**config.mk**
```make
export PLATFORM = sky130hd
export DESIGN_NAME = bru_rotate
export DESIGN_NICKNAME = d
export VERILOG_FILES = /design/src/design/bru_pkg.sv /design/src/design/bru_rotate.sv
export SDC_FILE = /design/constraint.sdc
export NUM_CORES = 1
export LEC_CHECK = 0
export ABC_AREA = 1
export ABC_CLOCK_PERIOD_IN_PS = 1300
export BUFFER_PORTS_ARGS = -buffer_cell sky130_fd_sc_hd__buf_2
export CAP_MARGIN = 25
export CORE_MARGIN = 4
export CORE_UTILIZATION = 49
export CTS_BUF_LIST = sky130_fd_sc_hd__clkbuf_4 sky130_fd_sc_hd__clkbuf_8
export DETAILED_ROUTE_END_ITERATION = 12
export PLACE_DENSITY = 0.89
export SYNTH_ARGS = -nofsm -noshare
export SYNTH_HDL_FRONTEND = slang
export SYNTH_SLANG_ARGS = --single-unit
```
**constraint.sdc**
```tcl
create_clock -name sys_clk -period 1.3 [get_ports sys_clk]
set_clock_uncertainty 0.15 [all_clocks]
set_input_delay 0.26 -clock sys_clk [delete_from_list [all_inputs] [get_ports sys_clk]]
set_output_delay 0.26 -clock sys_clk [all_outputs]
set_load 0.02 [all_outputs]
```
**src/design/bru_pkg.sv**
```systemverilog
// Purpose: Shared constants and types for the byte rotate unit.
// Assumes: Eight-bit data memory operand and one carry flag.
// Notes:   Opcode encodings are local to this unit.
package bru_pkg;
  localparam int DATA_W   = 8;
  localparam int MSB_POS  = 7;
  localparam int LSB_POS  = 0;
  localparam int OP_W     = 3;
  localparam logic [7:0] ACC_RESET  = 8'h00;
  localparam logic [7:0] DATA_RESET = 8'h00;

  typedef enum logic [2:0] {
    BRU_OP_ROTATE_LEFT_TO_ACC       = 3'h0,
    BRU_OP_ROTATE_LEFT_CARRY_MEM    = 3'h1,
    BRU_OP_ROTATE_LEFT_CARRY_TO_ACC = 3'h2,
    BRU_OP_ROTATE_RIGHT_MEM         = 3'h3,
    BRU_OP_ROTATE_RIGHT_TO_ACC      = 3'h4,
    BRU_OP_ROTATE_RIGHT_CARRY_MEM   = 3'h5
  } bru_op_t;
endpackage : bru_pkg

```
**src/design/bru_rotate.sv**
```systemverilog
// Purpose: Byte rotate datapath: six one-bit rotates on a data memory operand.
// Assumes: Operand and carry are valid in the cycle op_valid is high.
// Notes:   Results appear one cycle later, registered, with a one-cycle write strobe.
// How it works
// RQ1: Left rotate to accumulator, bit 7 into bit 0, no flag change.
// RQ2: Left rotate memory through carry; bit 7 to carry, carry to bit 0.
// RQ3: Left rotate through carry into accumulator; bit 7 to carry, carry to bit 0.
// RQ4: Right rotate memory, bit 0 into bit 7, no flag change.
// RQ5: Right rotate to accumulator, bit 0 into bit 7, no flag change.
// RQ6: Right rotate memory through carry; bit 0 to carry, carry to bit 7.
// RQ7: Accumulator variants never issue a memory write.
// RQ8: Carry and destination update together, from operands sampled before change.
`timescale 1ns/1ps
module bru_rotate (
  // Clock and reset
  input  wire logic                   sys_clk,
  input  wire logic                   rst,
  // Instruction request
  input  wire logic                   op_valid,
  input  wire bru_pkg::bru_op_t       op_code,
  input  wire logic [bru_pkg::DATA_W-1:0] mem_rdata,
  input  wire logic                   carry_in,
  // Write-back
  output logic [bru_pkg::DATA_W-1:0]  mem_wdata,
  output logic                        mem_we,
  output logic [bru_pkg::DATA_W-1:0]  working_accumulator,
  output logic                        acc_we,
  output logic                        carry_out,
  output logic                        carry_we
);
  import bru_pkg::*;

  function automatic logic [DATA_W-1:0] rot_left(input logic [DATA_W-1:0] v, input logic b);
    rot_left = {v[MSB_POS-1:LSB_POS], b};
  endfunction : rot_left

  function automatic logic [DATA_W-1:0] rot_right(input logic [DATA_W-1:0] v, input logic b);
    rot_right = {b, v[MSB_POS:LSB_POS+1]};
  endfunction : rot_right

  ////////////////////////////////////////////////////////////////////////////
  // Decode of the result and its destination.
  wire logic               is_left     = (op_code == BRU_OP_ROTATE_LEFT_TO_ACC) ||
                                         (op_code == BRU_OP_ROTATE_LEFT_CARRY_MEM) ||
                                         (op_code == BRU_OP_ROTATE_LEFT_CARRY_TO_ACC);
  wire logic               thru_carry  = (op_code == BRU_OP_ROTATE_LEFT_CARRY_MEM) ||
                                         (op_code == BRU_OP_ROTATE_LEFT_CARRY_TO_ACC) ||
                                         (op_code == BRU_OP_ROTATE_RIGHT_CARRY_MEM);
  wire logic               to_mem      = (op_code == BRU_OP_ROTATE_LEFT_CARRY_MEM) ||
                                         (op_code == BRU_OP_ROTATE_RIGHT_MEM) ||
                                         (op_code == BRU_OP_ROTATE_RIGHT_CARRY_MEM);
  wire logic               known_op    = (op_code <= BRU_OP_ROTATE_RIGHT_CARRY_MEM);
  // Plain rotates wrap the end bit; through-carry rotates feed the old carry.
  wire logic               left_in     = thru_carry ? carry_in : mem_rdata[MSB_POS]; // RQ1 RQ2 RQ3
  wire logic               right_in    = thru_carry ? carry_in : mem_rdata[LSB_POS]; // RQ4 RQ5 RQ6
  wire logic [DATA_W-1:0]  next_result = is_left ? rot_left(mem_rdata, left_in)
                                                 : rot_right(mem_rdata, right_in);
  wire logic               next_carry  = is_left ? mem_rdata[MSB_POS] : mem_rdata[LSB_POS];
  wire logic               go          = op_valid && known_op;

  ////////////////////////////////////////////////////////////////////////////
  // Write-back: every strobe comes from the same edge so carry and data move together.
  always_ff @(posedge sys_clk) begin
    if (rst) begin
      mem_we   <= 1'b0;
      acc_we   <= 1'b0;
      carry_we <= 1'b0;
    end else begin
      mem_we   <= go && to_mem;       // RQ7
      acc_we   <= go && !to_mem;      // RQ1 RQ3 RQ5
      carry_we <= go && thru_carry;   // RQ8
    end
  end

  // Data registers hold their value between instructions to keep outputs steady.
  always_ff @(posedge sys_clk) begin
    if (rst) begin
      mem_wdata           <= DATA_RESET;
      working_accumulator <= ACC_RESET;
      carry_out           <= 1'b0;
    end else if (go) begin
      if (to_mem)
        mem_wdata <= next_result;           // RQ2 RQ4 RQ6
      else
        working_accumulator <= next_result; // RQ1 RQ3 RQ5
      if (thru_carry)
        carry_out <= next_carry;            // RQ8
    end
  end
endmodule : bru_rotate

```
==> summary.md, run 1 <==
| Metric | Value |
|---|---|
| CTS tree | done |
| Synth area leader | dfxtp_1 |
| Critical path, cell by cell | buf_2 |
| Placed cell area | 1130 um^2 |
| R2R Path End | carry_out |
| Crit. Startpoint | working_accumulator[5] |
| Die area | 2630 um^2 |
| Fin crit period | 1.26 ns |
| Overflow after GRT | 0 |
| Worst setup SP type | flop |
| First-pass GRT wire length | 3510 um |
| Drt drc | 0 |
| DRT antenna net count | 0 |
| Hold Crit Class | in -> reg |
| Yosys cell types | 16 |
| Drt wl/cell | 11.4 um |
| Synth Flop Type | dfxtp_1 |
| Met1 Use GR | 21.3% |
| Nets | 188 |
| Sequential area share after synthesis | 43.6% |
| Vias in the first global route | 810 |
| RSZ-0062 raised after global routing | false |
| Final Hold Violating Endpoints | 0 |
| Core area | 1750 um^2 |
| CP endpoint | working_accumulator[5] |
| Critical Path End Type | output pin |
| Die X | 51.3 um |
| Clock Latency Late Sink | 0.30 ns |
| Top delay family on crit path | flip-flops |
| Sink Count | 20 |
| Leading post-synthesis cells by cell area | dfxtp_1 (44%), nand2_1 (22%), a21oi_1 (8.7%) |
| Top-count cell post-synth | nand2_1 |
| Synth Area in Compound Gates | 9.26% |
| Flop2flop setup slack | 0.46 ns |
| 1st-pass router iterations | 4 |
| Largest net degree at the start of global routing | 21 |
| CP required | 0.89 ns |
| Dpl cells | 193 |
| Pins Over Slew Limit | 0 |
| CP bufs+invs | 1 |
| Non-Filler Instances | 197 |
| Cell Pwr Density | 1100 nW/um^2 |
| Initial antenna violation count | 0 |
| Worst path depth | 1 |
| Via density | 4.91 |
| GR Util met2 | 30.7% |
| Top cell type's share of synthesized area | 43.6% |
| N_diodes | 0 |
| Initial core utilization | 52.6% |
| Root Buffer | clkbuf_4 |
| Mean Syn Cell Area | 6.85 um^2 |
| Syn nets | 149 |
| Total Wirelength | 2250 um |
| Post-synthesis cell count | 134 |
| Max incr delay on CP | 0.37 ns |
| GPL Wtd Cong | 0.794 |
| Relative slew slack | 77.8% |
| # setup viols final | 0 |
| Standard-cell rows | 15 |
| Filler Cell Count | 160 |
| M3 GR Usage | 1.75% |
| Status | complete, no violations |
| Final HPWL DP | 1730 um |
| Yosys warns | 0 |
| Tot GR Track Use | 17.9% |
| I/O Pins | 35 |
| Core Util, Final | 66.7% |
| Post-CTS setup buffers | 0 |
| Peak VDD IR | 0.791 mV |
| Combinational family with the most area after synthesis | simple AND/OR/NAND/NOR gates |
| Slowest CP cell | dfxtp_1 |
| Post-synth EDFFs | 0 |
| WP data arrival | 0.85 ns |
| Path depth of the worst reg2reg path | 4 |
| Final Cell Area | 1160 um^2 |
| Port bufs | 34 |
| Cts bufs inserted | 3 |
| Vias | 967 |
| Fraction of registers with async set/reset | 0% |
| Tcrit/Tclk final | 96.8% |
| Clock transition at path regs | 0.11 ns |
| Clk buf depth | 2 |
| Share of cells above drive strength 1 | 29.7% |
| Cts repair resizes | 0 |
| Dpl ws | -0.0474 ns |
| Maxcap violations | 0 |
| CTS H-tree lvls | 1 |
| Area Growth Syn to Fin | 26.7% |
| Adder-Cell Fraction of Synth Area | 0% |
| Simple-gate portion of the synthesized area | 38.1% |
| CP Max Fanout | 2 |
| Die Ht | 51.3 um |
| Cell leakage power | 0.624 nW |
| Cts hold-fix bufs | 0 |
| FMAX | 795 MHz |
| Fraction of synthesized area in multiplexers | 0% |
| PnR worst setup slack | 0.0422 ns |
| Hold Path Depth | 3 |
| Post-synthesis xor/xnor area fraction | 0% |
| Synthesized flop and latch total | 20 |
| Launch point of the worst reg-to-reg path | carry_out |
| Syn Std Cell Area | 918 um^2 |
| GRT busiest layer | met2 |
| Synth cell count leaders | nand2_1 (53), dfxtp_1 (20), a21oi_1 (16), inv_1 (15) |
| Initial DRC Count | 26 |
| CP Class | reg -> out |
| Worst-Margin Slew | 0.332 ns |
-- how the worst min path moves through the flow --
stage | start | end | slack, ns
floorplan | op_valid | carry_we | 0.30
global placement | working_accumulator[1] | working_accumulator[1] | 0.30
detailed placement | working_accumulator[2] | working_accumulator[2] | 0.30
CTS | op_valid | carry_we | 0.14
global route | op_valid | carry_we | 0.14
finish | op_valid | carry_we | 0.13
-- registers in the layout, summed over array words and instances (netlist names) --
signal	cells
carry_out	1
carry_we	1
mem_wdata	8
acc_we	1
working_accumulator	8
mem_we	1
-- per-stage QoR --
step	TNS, ns	hold slack (ns)	power (mW)
after floorplan	0	0.300	0.836
after global placement	0	0.302	0.918
after detailed placement	-0.145	0.302	0.928
after CTS	0	0.140	1.28
after global routing	0	0.142	1.34
final	0	0.134	1.28
-- layout make-up --
type | instances | area, um^2 | area share (%)
Clock buffer | 4 | 36.3 | 3.12
Multi-Input combinational cell | 92 | 435 | 37.4
Timing Repair Buffer | 36 | 185 | 15.9
Tap cell | 25 | 31.3 | 2.69
Sequential cell | 20 | 400 | 34.4
Inverter | 20 | 75.1 | 6.45
-- cells by family (layout without fill, tap and decap cells) --
kind of cell / count (synthesis) / after routing
simple gates: 75 / 75
buf+inv: 22 / 60
compound gates: 17 / 17
flops: 20 / 20
-- cells in the final DEF (no fill, tap or decap) --
master,instances
nand3_1,3
nand4_1,6
clkbuf_8,1
a21oi_1,16
nand2_2,2
dfxtp_1,20
clkinv_1,1
inv_1,15
buf_4,2
nand2_4,2
o21ai_1,1
nor2_1,6
nand2_1,53
buf_2,34
inv_2,4
clkbuf_4,3
nor3_2,1
nor2_8,1
nor2_4,1
-- report_power, final --
part / internal (mW) / switching [mW] / leakage [nW]
combinational: 0.0884 / 0.171 / 0.440
clock: 0.171 / 0.189 / 0.0210
sequential: 0.643 / 0.0130 / 0.163
-- layer usage --
| metal | vias to the layer above | share of wire (%) |
|---|---|---|
| li1 | 492 | - |
| met1 | 423 | 40 |
| met2 | 45 | 51 |
| met3 | 7 | 6.6 |
| met4 | 0 | 2.7 |
| met5 | - | 0 |
(Power assumes the default switching activity.)
==> run 2: changes to the inputs <==
--- a/config.mk
+++ b/config.mk
@@ -14,6 +14,7 @@
 export CTS_BUF_LIST = sky130_fd_sc_hd__clkbuf_4 sky130_fd_sc_hd__clkbuf_8
 export DETAILED_ROUTE_END_ITERATION = 12
 export PLACE_DENSITY = 0.89
+export RECOVER_POWER = 100
 export SYNTH_ARGS = -nofsm -noshare
 export SYNTH_HDL_FRONTEND = slang
 export SYNTH_SLANG_ARGS = --single-unit
==> summary.md, run 2 (synthesized netlist as in run 1, its figures left out) <==
| Metric | Value |
|---|---|
| Core Util, Final | 66.3% |
| Root Buffer | clkbuf_4 |
| Non-Filler Instances | 197 |
| Final Hold Violating Endpoints | 0 |
| Fin crit period | 1.26 ns |
| Status | complete, no violations |
| Final HPWL DP | 1730 um |
| Initial core utilization | 52.6% |
| Setup TNS Final | 0 ns |
| Maxcap violations | 0 |
| Dpl cells | 193 |
| CP required | 0.89 ns |
| Share of cells above drive strength 1 | 27.9% |
| Initial antenna violation count | 0 |
| Drt wl/cell | 11.4 um |
| Most frequent cells in the layout | nand2_1 (53), dfxtp_1 (20), clkbuf_2 (19), inv_1 (17), a21oi_1 (16) |
| Die Ht | 51.3 um |
| Initial DRC Count | 26 |
| Relative slew slack | 77.9% |
| Tot GR Track Use | 17.9% |
| Hold endpoint | carry_we |
| Worst setup SP type | flop |
| Sink Count | 20 |
| Slowest CP cell | dfxtp_1 |
| 1st-pass router iterations | 4 |
| Port bufs | 34 |
| CP Max Fanout | 2 |
| Clk buf depth | 2 |
| Critical Path End Type | output pin |
| I/O Pins | 35 |
| CTS H-tree lvls | 1 |
| CP bufs+invs | 1 |
| Filler Cell Count | 162 |
| DRT antenna net count | 0 |
| Pins Over Slew Limit | 0 |
| GPL Wtd Cong | 0.794 |
| FMAX | 795 MHz |
| Worst-Margin Slew | 0.332 ns |
| Total Wirelength | 2250 um |
| PnR worst setup slack | 0.0426 ns |
| Commonest non-fill, non-tap cell in the layout | nand2_1 |
| Flop2flop setup slack | 0.45 ns |
| Standard-cell rows | 15 |
| Hold Crit Start | op_valid |
| Vias in the first global route | 810 |
| R2R Path End | carry_out |
| Clock Latency Late Sink | 0.30 ns |
| Die X | 51.3 um |
| Critical path, cell by cell | buf_2 |
| Peak VDD IR | 0.791 mV |
| Largest net degree at the start of global routing | 21 |
| Top delay family on crit path | flip-flops |
| CP Class | reg -> out |
| Cell Pwr Density | 1100 nW/um^2 |
| Die area | 2630 um^2 |
| Cts repair resizes | 0 |
| Cts hold-fix bufs | 0 |
| Drt drc | 0 |
| CTS tree | done |
| Via density | 4.90 |
| Path depth of the worst reg2reg path | 4 |
| Largest regs | mem_wdata x8, working_accumulator x8 |
| Clock transition at path regs | 0.11 ns |
| Core area | 1750 um^2 |
| Cts bufs inserted | 3 |
| Post-CTS setup buffers | 0 |
| WP data arrival | 0.85 ns |
| Nets | 188 |
| Area Growth Syn to Fin | 26.0% |
| RSZ-0062 raised after global routing | false |
| Overflow after GRT | 0 |
| Tcrit/Tclk final | 96.7% |
| Launch point of the worst reg-to-reg path | carry_out |
| # setup viols final | 0 |
| Hold Crit Class | in -> reg |
| Cell leakage power | 0.606 nW |
| Max incr delay on CP | 0.37 ns |
| Vias | 965 |
| Dpl ws | -0.0474 ns |
| Hold Path Depth | 3 |
| First-pass GRT wire length | 3510 um |
| N_diodes | 0 |
[run 2: power breakdown]
part | internal (mW) | switching (mW)
logic | 0.0861 | 0.170
clock network | 0.171 | 0.188
registers | 0.643 | 0.0141
[run 2: metrics by stage]
step / power, mW / area, um^2 / hold WS, ns
3_5_place_dp: 0.928 / 1130 / 0.302
5_1_grt: 1.34 / 1160 / 0.142
6_report: 1.27 / 1160 / 0.136
3_3_place_gp: 0.918 / 1130 / 0.302
4_1_cts: 1.28 / 1160 / 0.140
2_1_floorplan: 0.836 / 918 / 0.300
[run 2: worst min-delay path, delay by kind of cell]
kind	cells	cell delay, ns
buffers and inverters	1	0.12
and+or+nand+nor	2	0.18
[run 2: worst max path at each step]
stage	from	to	slack [ns]	depth (start not counted)
6_report	working_accumulator[5]	working_accumulator[5]	0.04	1
4_1_cts	working_accumulator[5]	working_accumulator[5]	0.05	1
3_3_place_gp	op_code[0]	working_accumulator[7]	0.02	9
3_5_place_dp	op_code[0]	working_accumulator[5]	-0.05	8
2_1_floorplan	op_code[1]	working_accumulator[0]	0.19	7
5_1_grt	op_code[0]	mem_wdata[5]	0.008	8
[run 2: cell type report]
type	instances	area, um^2	share of cell area (%)
flip-flops and latches	20	400	34.6
well taps	25	31.3	2.70
clock buffers	4	36.3	3.14
inverters	20	75.1	6.49
multi-input cells	92	430	37.2
repair buffers	36	184	15.9
[run 2: routing by layer]
metal,track usage (%),share of wire [%],vias up
li1,-,-,492
met1,21.3,41,435
met2,30.7,51,29
met3,1.75,3.9,9
met4,11.4,3.1,0
met5,0,0,-
==> run 3: changes to the inputs <==
--- a/config.mk
+++ b/config.mk
@@ -10,10 +10,10 @@
 export BUFFER_PORTS_ARGS = -buffer_cell sky130_fd_sc_hd__buf_2
 export CAP_MARGIN = 25
 export CORE_MARGIN = 4
-export CORE_UTILIZATION = 49
-export CTS_BUF_LIST = sky130_fd_sc_hd__clkbuf_4 sky130_fd_sc_hd__clkbuf_8
+export CORE_UTILIZATION = 47
+export CTS_BUF_LIST = sky130_fd_sc_hd__clkbuf_8 sky130_fd_sc_hd__clkbuf_16
 export DETAILED_ROUTE_END_ITERATION = 12
-export PLACE_DENSITY = 0.89
+export PLACE_DENSITY = 0.86
 export RECOVER_POWER = 100
 export SYNTH_ARGS = -nofsm -noshare
 export SYNTH_HDL_FRONTEND = slang
==> summary.md, run 3 (synthesized netlist as in run 1, its figures left out) <==
| Metric | Value |
|---|---|
| Hold Crit Start | op_valid |
| DRT antenna net count | 0 |
| Launch point of the worst reg-to-reg path | working_accumulator[7] |
| Overflow after GRT | 0 |
| Maxcap violations | 0 |
| Most frequent cells in the layout | nand2_1 (55), dfxtp_1 (20), inv_1 (17), a21oi_1 (16), buf_2 (16) |
| Clock transition at path regs | 0.07 ns |
| Largest regs | mem_wdata x8, working_accumulator x8 |
| Cell Pwr Density | 1180 nW/um^2 |
| Initial antenna violation count | 0 |
| # setup viols final | 0 |
| Drt wl/cell | 12.0 um |
| Standard-cell rows | 15 |
| Final Cell Area | 1170 um^2 |
| Sw Ratio | 27.6% |
| 1st-pass router iterations | 4 |
| CP Class | reg -> out |
| Peak VDD IR | 0.737 mV |
| Flop2flop setup slack | 0.46 ns |
| Top delay family on crit path | flip-flops |
| Via density | 5.04 |
| Nets | 189 |
| Max incr delay on CP | 0.33 ns |
| Fin crit period | 1.23 ns |
| RSZ-0062 raised after global routing | false |
| Root Buffer | clkbuf_8 |
| Die area | 2730 um^2 |
| Die X | 52.2 um |
| Hold Crit Class | in -> reg |
| Tcrit/Tclk final | 94.9% |
| Commonest non-fill, non-tap cell in the layout | nand2_1 |
| PnR worst setup slack | 0.0669 ns |
| CP required | 0.89 ns |
| Slowest CP cell | dfxtp_1 |
| Hold Path Depth | 3 |
| Cts hold-fix bufs | 0 |
| Cts repair resizes | 0 |
| CP Max Fanout | 2 |
| Post-CTS setup buffers | 0 |
| Critical Path End Type | output pin |
| Share of cells above drive strength 1 | 22.5% |
| FMAX | 811 MHz |
| Critical path, cell by cell | clkbuf_1 |
| CP bufs+invs | 1 |
| Clock power share | 33.6% |
| Final HPWL DP | 1830 um |
| Pins Over Slew Limit | 0 |
| Port bufs | 34 |
| CTS H-tree lvls | 1 |
| Net load switching power | 0.381 mW |
| Core area | 1780 um^2 |
| Placed cell area | 1130 um^2 |
| Largest net degree at the start of global routing | 21 |
| N_diodes | 0 |
| I/O Pins | 35 |
| Die Ht | 52.2 um |
| Clk buf depth | 2 |
| Cts bufs inserted | 3 |
| Initial DRC Count | 35 |
| Status | complete, no violations |
| Worst path depth | 1 |
| Worst-Margin Slew | 0.358 ns |
| GPL Wtd Cong | 0.849 |
| CTS tree | done |
| Vias in the first global route | 866 |
| Power Internal | 0.998 mW |
| Final Hold Violating Endpoints | 0 |
| Sink Count | 20 |
| Initial core utilization | 51.5% |
| WP data arrival | 0.82 ns |
| Vias | 997 |
| Total Wirelength | 2370 um |
| Clock Latency Late Sink | 0.26 ns |
| Hold endpoint | carry_we |
| Dpl ws | -0.0159 ns |
| Cell leakage power | 0.593 nW |
| Area Growth Syn to Fin | 27.5% |
| First-pass GRT wire length | 3680 um |
| Comb power frac | 18.7% |
| Seq pwr share | 47.7% |
| Path depth of the worst reg2reg path | 4 |
| Drt drc | 0 |
| Relative slew slack | 76.1% |
| Worst setup SP type | flop |
| Tot GR Track Use | 18.7% |
| R2R Path End | working_accumulator[7] |
| Filler Cell Count | 167 |
[run 3: layout make-up]
| class | count | area (um^2) | share of cell area [%] |
|---|---|---|---|
| Multi-Input combinational cell | 92 | 430 | 36.8 |
| Sequential cell | 20 | 400 | 34.2 |
| Timing Repair Buffer | 37 | 179 | 15.3 |
| Inverter | 20 | 75.1 | 6.41 |
| Clock buffer | 4 | 55.1 | 4.70 |
| Tap cell | 25 | 31.3 | 2.67 |
[run 3: routing by layer]
metal / part of all wire, % / track usage, % / up-vias
met2: 51 / 31.6 / 50
met4: 3.3 / 9.79 / 0
met3: 8.4 / 5.70 / 13
li1: - / - / 492
met5: 0 / 0 / -
met1: 38 / 20.9 / 442
[run 3: power by group through the flow]
| stage | Clock [mW] | Sequential (mW) | Combinational (mW) |
|---|---|---|---|
| 3_5_place_dp | 0 | 0.670 | 0.262 |
| 4_1_cts | 0.476 | 0.656 | 0.264 |
| 3_3_place_gp | 0 | 0.669 | 0.253 |
| 2_1_floorplan | 0 | 0.709 | 0.127 |
| 6_report | 0.463 | 0.657 | 0.258 |
| 5_1_grt | 0.504 | 0.660 | 0.284 |
[run 3: stage by stage]
step / hold slack [ns] / power [mW] / cells / util, % / setup TNS (ns)
floorplan: 0.300 / 0.836 / 134 / - / 0
global route: 0.203 / 1.45 / 198 / 65.7 / 0
CTS: 0.195 / 1.40 / 198 / 66.7 / 0
finish: 0.206 / 1.38 / 198 / 65.7 / 0
global placement: 0.300 / 0.922 / 194 / 63.6 / 0
detailed placement: 0.304 / 0.932 / 194 / 63.6 / -0.0179
[run 3: worst max-delay path by stage]
stage	start	endpoint	slack (ns)
final	working_accumulator[5]	working_accumulator[5]	0.07
after global placement	op_code[0]	working_accumulator[7]	0.05
after detailed placement	op_code[0]	mem_wdata[2]	-0.02
after global routing	carry_out	carry_out	0.04
after floorplan	op_code[1]	working_accumulator[0]	0.19
after CTS	working_accumulator[4]	working_accumulator[4]	0.11
